--- src/rtl/brd_pkg.sv ---
// Constants and carrier types for the boot RAM download handler
package brd_pkg;

  // Command and acknowledge codes
  localparam logic [7:0] CMD_DOWNLOAD = 8'h10;
  localparam logic [7:0] ACK_OK = 8'h10;
  localparam logic [7:0] PW_BLANK = 8'hFF;
  localparam logic [3:0] ACK_LO_RXERR = 4'h8;
  localparam logic [3:0] ACK_LO_BAD = 4'h1;
  // Error acks in the download phases carry the download command's nibble
  localparam logic [3:0] ACK_HI_DL = CMD_DOWNLOAD[7:4];
  localparam logic [3:0] HI_RESET = 4'hF;

  // Phase lengths: password and address byte counts, and index of the checksum byte within each phase
  localparam int PW_LEN = 12;
  localparam logic [3:0] PW_LAST = 4'hC;
  localparam logic [3:0] ADR_LAST = 4'h6;
  localparam logic [3:0] ADR_BYTES = 4'h4;

  // Permitted load window in on-chip RAM
  localparam logic [31:0] RAM_LO = 32'hFFFD_6000;
  localparam logic [31:0] RAM_HI = 32'hFFFD_EFFF;

  typedef enum logic [8:0] {
    S_CMD = 9'h001,
    S_PW  = 9'h002,
    S_ADR = 9'h004,
    S_DAT = 9'h008,
    S_EVP = 9'h010,
    S_EVA = 9'h020,
    S_EVD = 9'h040,
    S_ACK = 9'h080,
    S_JMP = 9'h100
  } brd_state_t;

  typedef struct packed {
    logic valid;
    logic err;
    logic [7:0] data;
  } brd_rx_t;

  typedef struct packed {
    logic we;
    logic [31:0] addr;
    logic [7:0] data;
  } brd_ram_t;

  typedef struct packed {
    logic go;
    logic isa32;
    logic [31:0] addr;
  } brd_jump_t;

endpackage

--- src/rtl/brd_sum8.sv ---
// Running eight-bit modular checksum accumulator
module brd_sum8
  import brd_pkg::*;
#(
  parameter int W = 8
)
(
  // Clock and reset
  input wire logic clk_sys,
  input wire logic rst,
  // Control
  input wire logic clr,
  input wire logic add,
  input wire logic [W-1:0] din,
  // Result
  output logic [W-1:0] sum,
  output logic zero
);

  logic [W-1:0] sum_q;
  logic [W-1:0] sum_d;

  // Carry drops by width truncation
  assign sum_d = clr ? '0 : (add ? W'(sum_q + din) : sum_q);
  assign sum = sum_q;
  assign zero = (sum_q == '0);

  always_ff @(posedge clk_sys)
  begin
    if (rst)
      sum_q <= '0;
    else
      sum_q <= sum_d;
  end

endmodule

--- src/rtl/brd_download.sv ---
// Boot RAM download handler: password, address phase, payload store, branch
module brd_download
  import brd_pkg::*;
(
  // Clock and reset
  input wire logic clk_sys,
  input wire logic rst,
  // Channel mode
  input wire logic clocked_mode,
  // Received bytes
  input wire brd_rx_t rx,
  output logic rx_ready,
  // Acknowledge bytes
  output logic tx_valid,
  output logic [7:0] tx_data,
  input wire logic tx_ready,
  // Stored password
  input wire logic [PW_LEN*8-1:0] pw_stored,
  // RAM write port and branch request
  output brd_ram_t ram_wr,
  output brd_jump_t jump,
  // Command byte not handled here
  output logic other_cmd
);
  brd_state_t st_q;
  brd_state_t st_d;
  brd_state_t after_q;
  brd_state_t after_d;
  logic load_ack;
  logic [7:0] ack_d;
  logic [3:0] cnt_q;
  logic [31:0] addr_q;
  logic [15:0] rem_q;
  logic [31:0] ptr_q;
  logic pw_mis_q;
  logic rxe_q;
  logic [3:0] last_hi_q;
  logic tx_valid_q;
  logic [7:0] tx_data_q;
  logic rx_ready_q;
  brd_ram_t ram_q;
  brd_jump_t jump_q;
  logic other_q;
  logic from_cmd_q;

  ////////////////////////////////////////////////////////////////////////////
  // Decode
  wire rx_take = rx.valid && rx_ready_q;
  wire ack_done = (st_q == S_ACK) && tx_ready;
  wire phase_start = ack_done && (after_q == S_PW || after_q == S_ADR || after_q == S_DAT);
  wire cmd_is_dl = (rx.data == CMD_DOWNLOAD);
  // receive errors ignored when the channel is clocked
  wire rx_err_seen = rx.err && !clocked_mode;
  wire in_pw = (st_q == S_PW);
  wire in_adr = (st_q == S_ADR);
  wire in_dat = (st_q == S_DAT);
  wire add_byte = rx_take && (in_pw || in_adr || in_dat);
  wire pay_byte = rx_take && in_dat && (rem_q != 16'h0000);
  wire [7:0] pw_exp = pw_stored[{cnt_q, 3'b000} +: 8];
  wire pw_byte_bad = rx_take && in_pw && (cnt_q < PW_LAST) && (rx.data != pw_exp);
  wire sum_zero;
  // uniform stored password other than blank is refused
  logic [PW_LEN-1:0] pw_eq;
  generate
    for (genvar gi = 0; gi < PW_LEN; gi++)
    begin : g_eq
      assign pw_eq[gi] = (pw_stored[gi*8 +: 8] == pw_stored[7:0]);
    end
  endgenerate
  wire pw_uniform = (&pw_eq) && (pw_stored[7:0] != PW_BLANK);
  wire pw_err = pw_mis_q || pw_uniform;
  // only the start address is checked against the window
  wire in_win = (addr_q >= RAM_LO) && (addr_q <= RAM_HI);
  // acknowledge codes built from fixed nibbles
  wire [7:0] ack_rx = {ACK_HI_DL, ACK_LO_RXERR};
  wire [7:0] ack_bad = {ACK_HI_DL, ACK_LO_BAD};
  // receive error first, sum next, password or address window last, pass
  wire [7:0] ack_pw = rxe_q ? ack_rx : (!sum_zero || pw_err) ? ack_bad : ACK_OK;
  wire [7:0] ack_adr = rxe_q ? ack_rx : (!sum_zero || !in_win) ? ack_bad : ACK_OK;
  wire [7:0] ack_dat = rxe_q ? ack_rx : !sum_zero ? ack_bad : ACK_OK;
  // one accumulator, cleared at each checked phase
  brd_sum8 #(
    .W(8)
  ) u_sum (
    .clk_sys(clk_sys),
    .rst(rst),
    .clr(phase_start),
    .add(add_byte),
    .din(rx.data),
    .sum(),
    .zero(sum_zero)
  );

  ////////////////////////////////////////////////////////////////////////////
  // Sequencer
  always_comb
  begin
    st_d = st_q;
    after_d = after_q;
    load_ack = 1'b0;
    ack_d = ACK_OK;
    case (st_q)
      S_CMD:
      begin
        // download command echoed, error nibble from last command
        if (rx_take && cmd_is_dl)
        begin
          load_ack = 1'b1;
          st_d = S_ACK;
          ack_d = rx_err_seen ? {last_hi_q, ACK_LO_RXERR} : ACK_OK;
          after_d = rx_err_seen ? S_CMD : S_PW;
        end
      end
      S_PW:
        if (rx_take && cnt_q == PW_LAST)
          st_d = S_EVP;
      S_ADR:
        if (rx_take && cnt_q == ADR_LAST)
          st_d = S_EVA;
      S_DAT:
        if (rx_take && rem_q == 16'h0000)
          st_d = S_EVD;
      S_EVP:
      begin
        load_ack = 1'b1;
        ack_d = ack_pw;
        st_d = S_ACK;
        after_d = (ack_pw == ACK_OK) ? S_ADR : S_CMD;
      end
      S_EVA:
      begin
        load_ack = 1'b1;
        ack_d = ack_adr;
        st_d = S_ACK;
        after_d = (ack_adr == ACK_OK) ? S_DAT : S_CMD;
      end
      S_EVD:
      begin
        load_ack = 1'b1;
        ack_d = ack_dat;
        st_d = S_ACK;
        // only a normal final ack leads to the branch
        after_d = (ack_dat == ACK_OK) ? S_JMP : S_CMD;
      end
      S_ACK:
        if (tx_ready)
          st_d = after_q;
      S_JMP:
        st_d = S_CMD;
      default:
        st_d = S_CMD;
    endcase
  end

  always_ff @(posedge clk_sys)
  begin
    if (rst)
    begin
      st_q <= S_CMD;
      after_q <= S_CMD;
      rx_ready_q <= 1'b1;
    end
    else
    begin
      st_q <= st_d;
      after_q <= after_d;
      rx_ready_q <= (st_d == S_CMD) || (st_d == S_PW) || (st_d == S_ADR) || (st_d == S_DAT);
    end
  end

  // Held until the transmitter takes it; no byte is dropped under stall
  always_ff @(posedge clk_sys)
  begin
    if (rst)
    begin
      tx_valid_q <= 1'b0;
      tx_data_q <= ACK_OK;
      from_cmd_q <= 1'b0;
    end
    else if (load_ack)
    begin
      tx_valid_q <= 1'b1;
      tx_data_q <= ack_d;
      from_cmd_q <= (st_q == S_CMD);
    end
    else if (ack_done)
      tx_valid_q <= 1'b0;
  end

  ////////////////////////////////////////////////////////////////////////////
  // Phase data
  always_ff @(posedge clk_sys)
  begin
    if (rst)
    begin
      cnt_q <= 4'h0;
      pw_mis_q <= 1'b0;
      rxe_q <= 1'b0;
    end
    else if (phase_start)
    begin
      cnt_q <= 4'h0;
      pw_mis_q <= 1'b0;
      rxe_q <= 1'b0;
    end
    else if (add_byte)
    begin
      cnt_q <= cnt_q + 4'h1;
      pw_mis_q <= pw_mis_q || pw_byte_bad;
      rxe_q <= rxe_q || rx_err_seen;
    end
  end

  always_ff @(posedge clk_sys)
  begin
    if (rst)
      last_hi_q <= HI_RESET;
    else if (rx_take && st_q == S_CMD && !rx_err_seen)
      last_hi_q <= rx.data[7:4];
  end

  // address and count shifted in MSB first
  always_ff @(posedge clk_sys)
  begin
    if (rst)
    begin
      addr_q <= 32'h0000_0000;
      rem_q <= 16'h0000;
    end
    else if (rx_take && in_adr && cnt_q < ADR_BYTES)
      addr_q <= {addr_q[23:0], rx.data};
    else if (rx_take && in_adr && cnt_q < ADR_LAST)
      rem_q <= {rem_q[7:0], rx.data};
    else if (pay_byte)
      rem_q <= rem_q - 16'h0001;
  end

  // sequential store of exactly the counted bytes
  always_ff @(posedge clk_sys)
  begin
    if (rst)
    begin
      ptr_q <= 32'h0000_0000;
      ram_q <= '0;
    end
    else
    begin
      ram_q.we <= pay_byte;
      ram_q.addr <= ptr_q;
      ram_q.data <= rx.data;
      if (phase_start && after_q == S_DAT)
        ptr_q <= addr_q;
      else if (pay_byte)
        ptr_q <= ptr_q + 32'h0000_0001;
    end
  end

  // branch request in 32-bit instruction mode
  always_ff @(posedge clk_sys)
  begin
    if (rst)
    begin
      jump_q <= '0;
      other_q <= 1'b0;
    end
    else
    begin
      jump_q.go <= (st_q == S_JMP);
      jump_q.isa32 <= 1'b1;
      jump_q.addr <= addr_q;
      other_q <= rx_take && st_q == S_CMD && !cmd_is_dl;
    end
  end
  assign rx_ready = rx_ready_q;
  assign tx_valid = tx_valid_q;
  assign tx_data = tx_data_q;
  assign ram_wr = ram_q;
  assign jump = jump_q;
  assign other_cmd = other_q;
endmodule

--- config.mk ---
export PLATFORM = sky130hd
export DESIGN_NAME = brd_download
export DESIGN_NICKNAME = d
export VERILOG_FILES = /design/src/rtl/brd_pkg.sv /design/src/rtl/brd_sum8.sv /design/src/rtl/brd_download.sv
export SDC_FILE = /design/constraint.sdc
export NUM_CORES = 1
export LEC_CHECK = 0
export ABC_AREA = 0
export BUFFER_PORTS_ARGS = -buffer_cell sky130_fd_sc_hd__buf_2
export CAP_MARGIN = 20
export CORE_MARGIN = 2
export CORE_UTILIZATION = 55
export CTS_CLUSTER_DIAMETER = 40
export DETAILED_ROUTE_END_ITERATION = 7
export GPL_ROUTABILITY_DRIVEN = 0
export HOLD_SLACK_MARGIN = 0.02
export PLACE_DENSITY_LB_ADDON = 0.2
export SYNTH_ARGS = -nofsm -noshare
export SYNTH_HDL_FRONTEND = slang
export SYNTH_SLANG_ARGS = --single-unit
--- constraint.sdc ---
create_clock -name clk_sys -period 3.4 [get_ports clk_sys]
set_input_delay 0.68 -clock clk_sys [delete_from_list [all_inputs] [get_ports clk_sys]]
set_output_delay 0.68 -clock clk_sys [all_outputs]
set_load 0.05 [all_outputs]
==> reports/results.tsv, run 1 <==
stage	metric	value	unit
outcome	status	complete, no violations	
finish	post-route-util	0.6698	
cts	clkSlewWorstSetupHoldPaths	0.07	ns
synth	synth_edf_count	0	
place	place_ws	0.4623	ns
routing	drtAntennaViolNets	0	
die	dieArea	18900	um2
die	die_x	137.5	um
cts	cts_inserted_buffers	17	
routing	wire_per_inst	17.84	um
finish	final_common_cell	dfxtp_1	
routing	wl	27740	um
setup_path	cp.required	3.72	ns
cts	cts_buffer_depth	2	
sta	fmax	362.2	MHz
global_routing	antenna_found_initial	0	
setup_path	crit_arrival	3.08	ns
synth	synthFlopType	dfxtp_1	
cts	cts_sinks	196	
finish	layout_common_cells	dfxtp_1, buf_2, nand2_1	
place	hpwl	20190	um
die	io_pins	196	
synth	syn_inst	1153	
setup_path	path_max_fanout	20	
flow_run	maxCapViolations	0	
cts	ctsHoldBuffers	0	
setup_path	timing_worst_setup_path_type	reg -> reg	
die	core_area	17360	um2
power_and_ir_drop	p_leak	4.562	nW
global_routing	grt_pass1_wl	44290	um
finish	nets	1440	
sta	skew	0.01080	ns
global_routing	grt_pass1_vias	8621	
cts	cts_tree	yes	
place	port_buffers	193	
routing	dr.first_iter.drc_count	909	
routing	vias	9494	
finish	n_antenna_cell	0	
hold_path	hold_path_class	reg -> reg	
sta	fin_crit_sh	0.8120	
synth	synth-seq-area-share	0.4003	
sta	setup_viol	0	
sta	tns	0	ns
sta	max_slew_margin	0.4139	
setup_path	critical_path.endpoint_type	flop	
cts	htreeDepth	4	
sta	finalHoldViolCount	0	
finish	layout-drive-gt1-share	0.2218	
routing	route.detailed.drc	0	
synth	yosysUniqueCellTypes	73	
synth	ys_warn_count	0	
power_and_ir_drop	ir_drop	418.8	uV
die	die_h	137.5	um
synth	async_reset_ff_frac	0	
sta	maxSlewViolCount	0	
sta	worst_slack	0.6391	ns
synth	syn-cell-area	9802	um2
power_and_ir_drop	finalPower	4.864	mW
routing	firstDrtPassIters	6	
global_routing	grtUsageTotal	0.2999	
power_and_ir_drop	power.density	418.4	nW/um2
synth	syn_avg_cell_area	8.501	um2
sta	period_minus_slack	2.761	ns
die	fp-row-count	48	
global_routing	grt_start_max_net_pins	67	
sta	rsz0062_at_grt	false	
sta	worst_slew_pin_slew	0.8779	ns
place	place_area	10960	um2
setup_path	start_kind	flop	
synth	synth_top_area_cell	dfxtp_1	
synth	synth_area_leaders	dfxtp_1, mux4_2, nand2_1, a21oi_1, nor2b_1	
cts	cts_resized	0	
finish	syn2layout_area_growth	18.60	%
routing	via_per_inst	6.105	
finish	design_area	11620	um2
cts	cts_setup_buffers	0	
cts	clock-root-buffer	clkbuf_16	
die	initial_utilization	0.5647	
synth	synth_top_cell_area_share	0.4003	
cts	clk_latency	0.44	ns
global_routing	overflow	0	
synth	synth-seq-cells	196	
## per-layer routing
metal / track usage / up-vias / part of all wire
met5: 0 / - / 0
li1: - / 4512 / -
met2: 0.4964 / 475 / 0.48
met3: 0.06659 / 72 / 0.084
met4: 0.1340 / 0 / 0.031
met1: 0.3741 / 4435 / 0.40
## synthesized netlist by cell type, drive strengths merged, types with 8 or more instances
cell	instances
dfxtp	196
nand2	133
nor2	110
a21oi	90
nor2b	67
clkbuf	53
o21ai	49
nor4	40
nand3	37
nor3	33
mux4	24
nand4	24
buf	23
xnor2	23
mux2i	22
inv	19
a31oi	14
a22oi	13
ha	12
a211oi	11
nand3b	11
and3	10
nand2b	10
or3	10
or4	10
o211ai	8
o31ai	8
xor2	8
## final timing paths
path	startpoint	endpoint	slack (ns)	cells past startpoint
setup / recovery	st_q[4]	rem_q[14]	0.64	9
hold / removal	last_hi_q[2]	last_hi_q[2]	0.49	2
setup reg to reg	st_q[4]	rem_q[14]	0.64	9
hold reg to reg	last_hi_q[2]	last_hi_q[2]	0.49	2
## state kept, by name (all words and copies together) (netlist names), 4 cells and up
name       flops
st_q           9
ptr_q         32
u_sum.sum      8
ram_wr        41
jump          34
tx_data        6
addr_q        32
rem_q         16
cnt_q          4
after_q        5
last_hi_q      4
## critical path: stages, from the launching register on
cell and delay [ns]:
dfxtp_1 0.37, nor4_2 0.43, nand3_1 0.35, or4b_1 0.54, buf_4 0.20, a21oi_1 0.13
buf_4 0.25, o21ai_0 0.13, a22oi_1 0.16, nor2_1 0.06
## power breakdown
| group | internal [mW] | total (mW) | switching [mW] | leakage, nW |
|---|---|---|---|---|
| sequential | 2.30 | 2.31 | 0.00342 | 1.58 |
| combinational | 0.118 | 0.313 | 0.195 | 2.66 |
| clock | 1.30 | 2.24 | 0.945 | 0.322 |
| total | 3.72 | 4.86 | 1.14 | 4.56 |
## layout make-up
class / count / area (um2)
well taps: 225 / 281.5
multi-input cells: 862 / 5498
clock buffers: 19 / 452.9
flip-flops and latches: 196 / 3924
inverters: 20 / 75.07
fillers: 1441 / 5732
clock inverters: 13 / 210.2
repair buffers: 220 / 1184
## cells by family after synthesis
kind of cell             after synthesis  synth area share
other                                  1         0.0003826
buffers and inverters                 96           0.04072
adder cells (fa/ha/maj)               13           0.01736
XOR/XNOR                              31           0.02770
flip-flops                           196            0.4003
AND/OR/NAND/NOR                      526            0.2802
AO/OA/AOI/OAI                        243            0.1546
multiplexers                          47           0.07876
## per-stage QoR
stage / std cells / hold WS, ns
floorplan: 1154 / 0.4425
global placement: 1523 / 0.4600
detailed placement: 1523 / 0.4634
CTS: 1555 / 0.4824
global route: 1555 / 0.5076
finish: 1555 / 0.4862
(Power assumes the default switching activity.)
==> run 2, diff against run 1 <==
CORE_UTILIZATION = 50   (was 55)
clock period = 2.3 ns   (was 3.4 ns; I/O delays follow)
==> reports/results.tsv, run 2 (same netlist as run 1, synthesis figures left out) <==
stage	metric	value	unit	change
sta	tns	-0.2060	ns	was 0 ns
outcome	status	finished with violations		was complete, no violations
die	io_pins	196		unchanged
finish	fill_cells	1567		was 1441
setup_path	start_kind	flop		unchanged
setup_path	worstRegToRegCells	8		was 9
setup_path	rr_startpoint	st_q[8]		was st_q[4]
global_routing	overflow	0		unchanged
cts	clkSlewWorstSetupHoldPaths	0.07	ns	about the same
setup_path	crit_arrival	2.75	ns	was 3.08 ns
finish	stdcell_count	1725		was 1555
routing	firstDrtPassIters	6		unchanged
routing	dr.first_iter.drc_count	1079		was 909
sta	fin_crit_sh	1.042		was 0.8120
sta	worst_slew_pin_slew	0.5905	ns	was 0.8779 ns
place	port_buffers	193		unchanged
cts	cts_tree	yes		unchanged
place	hpwl	21970	um	was 20190 um
sta	max_slew_margin	0.6064		was 0.4139
global_routing	grt_start_max_net_pins	134		was 67
cts	cts_inserted_buffers	17		unchanged
finish	final_common_cell	buf_2		was dfxtp_1
cts	clk_latency	0.45	ns	was 0.44 ns
power_and_ir_drop	power.density	533.2	nW/um2	was 418.4 nW/um2
flow_run	maxCapViolations	0		unchanged
die	fp-row-count	51		was 48
sta	worst_slack	-0.09665	ns	was 0.6391 ns
die	core_area	19330	um2	was 17360 um2
routing	via_per_inst	5.821		was 6.105
routing	wire_per_inst	17.63	um	was 17.84 um
die	dieArea	20740	um2	was 18900 um2
finish	n_antenna_cell	0		unchanged
die	die_h	144.0	um	was 137.5 um
sta	finalHoldViolCount	0		unchanged
die	die_x	144.0	um	was 137.5 um
cts	cts_buffer_depth	2		unchanged
sta	setup_viol	8		was 0
place	dpl.cell_count	1681		was 1523
finish	layout-drive-gt1-share	0.3164		was 0.2218
hold_path	whs_endpoint	rxe_q		was last_hi_q[2]
setup_path	r2r-end	ptr_q[6]		was rem_q[14]
die	initial_utilization	0.5070		was 0.5647
global_routing	grt_pass1_wl	46910	um	was 44290 um
finish	nets	1570		was 1440
cts	clock-root-buffer	clkbuf_16		unchanged
global_routing	grtUsageTotal	0.2884		was 0.2999
finish	largest_reg_flops	41		unchanged
routing	route.detailed.drc	0		unchanged
cts	htreeDepth	4		unchanged
outcome	violations	negative setup slack		
power_and_ir_drop	p_leak	5.311	nW	was 4.562 nW
routing	vias	10040		was 9494
hold_path	min_from	clocked_mode		was last_hi_q[2]
setup_path	critical_path.endpoint_type	flop		unchanged
setup_path	path_max_fanout	8		was 20
sta	period_minus_slack	2.397	ns	was 2.761 ns
setup_path	cp.required	2.66	ns	was 3.72 ns
setup_path	r2r_slack	-0.1	ns	was 0.64 ns
sta	rsz0062_at_grt	true		was false
cts	cts_sinks	196		unchanged
setup_path	timing_worst_setup_path_type	reg -> reg		unchanged
sta	skew	0.008741	ns	was 0.01080 ns
sta	maxSlewViolCount	0		unchanged
place	place_ws	-0.4062	ns	was 0.4623 ns
finish	layout_common_cells	buf_2, dfxtp_1, buf_4		was dfxtp_1, buf_2, nand2_1
hold_path	hold_path_class	in -> reg		was reg -> reg
power_and_ir_drop	finalPower	6.925	mW	was 4.864 mW
power_and_ir_drop	ir_drop	419.9	uV	was 418.8 uV
sta	fmax	417.2	MHz	was 362.2 MHz
hold_path	hold-path-cell-count	4		was 2
routing	wl	30410	um	was 27740 um
finish	syn2layout_area_growth	32.50	%	was 18.60%
global_routing	grt_pass1_vias	9339		was 8621
routing	drtAntennaViolNets	0		unchanged
sta	hold_slack	0.3741	ns	was 0.4862 ns
global_routing	antenna_found_initial	0		unchanged
-- run 2: how the worst max path moves through the flow --
| stage | to | slack (ns) | depth (start not counted) | from |
|---|---|---|---|---|
| after global placement | after_q[2] | -0.34 | 8 | pw_stored[6] |
| after detailed placement | after_q[2] | -0.41 | 8 | pw_stored[6] |
| after floorplan | after_q[2] | -0.05 | 8 | pw_stored[5] |
| after global routing | ptr_q[6] | -0.14 | 8 | st_q[8] |
| after CTS | ptr_q[29] | -0.03 | 7 | st_q[8] |
| final | ptr_q[6] | -0.1 | 8 | st_q[8] |
-- run 2: metrics by stage --
step                  util  area [um2]
global route        0.6717       12990
floorplan                -        9874
detailed placement  0.6199       11990
global placement    0.6199       11990
CTS                 0.6525       12620
finish              0.6717       12990
-- run 2: metal layers --
metal  up-vias  track usage  wire (um)
li1       4750            -          -
met1      4682       0.3626      12550
met2       514       0.4772      14450
met3        95      0.05132       2166
met4         0       0.1455       1240
met5         -            0          0
-- run 2: layout make-up --
cell class,instances,area (um2),area share
Clock inverter,12,141.4,0.01089
Tap cell,265,331.6,0.02553
Timing Repair Buffer,350,2330,0.1794
Clock buffer,20,446.7,0.03439
Inverter,20,75.07,0.005780
Sequential cell,196,3930,0.3026
Multi-Input combinational cell,862,5733,0.4414
-- run 2: power by group --
group | switching [mW] | internal [mW] | total, mW
clock | 1.40 | 1.57 | 2.97
sequential | 0.00457 | 3.40 | 3.41
combinational | 0.313 | 0.230 | 0.543
-- run 2: timing repair --
item                                    CTS  global route
cloned                                    0             3
setup buffers                             2             7
hold buffers                              0             0
pin swaps                                 1            25
endpoints found under the setup margin   42            63
resized for setup                         5            59
-- run 2: critical path: stages (launching register included) --
cell and delay [ns]:
dfxtp_2 0.32, or4_4 0.58, nor4_4 0.27, o211ai_1 0.20
buf_6 0.21, buf_8 0.15, nor4_2 0.27, a21oi_1 0.10
a21oi_1 0.21
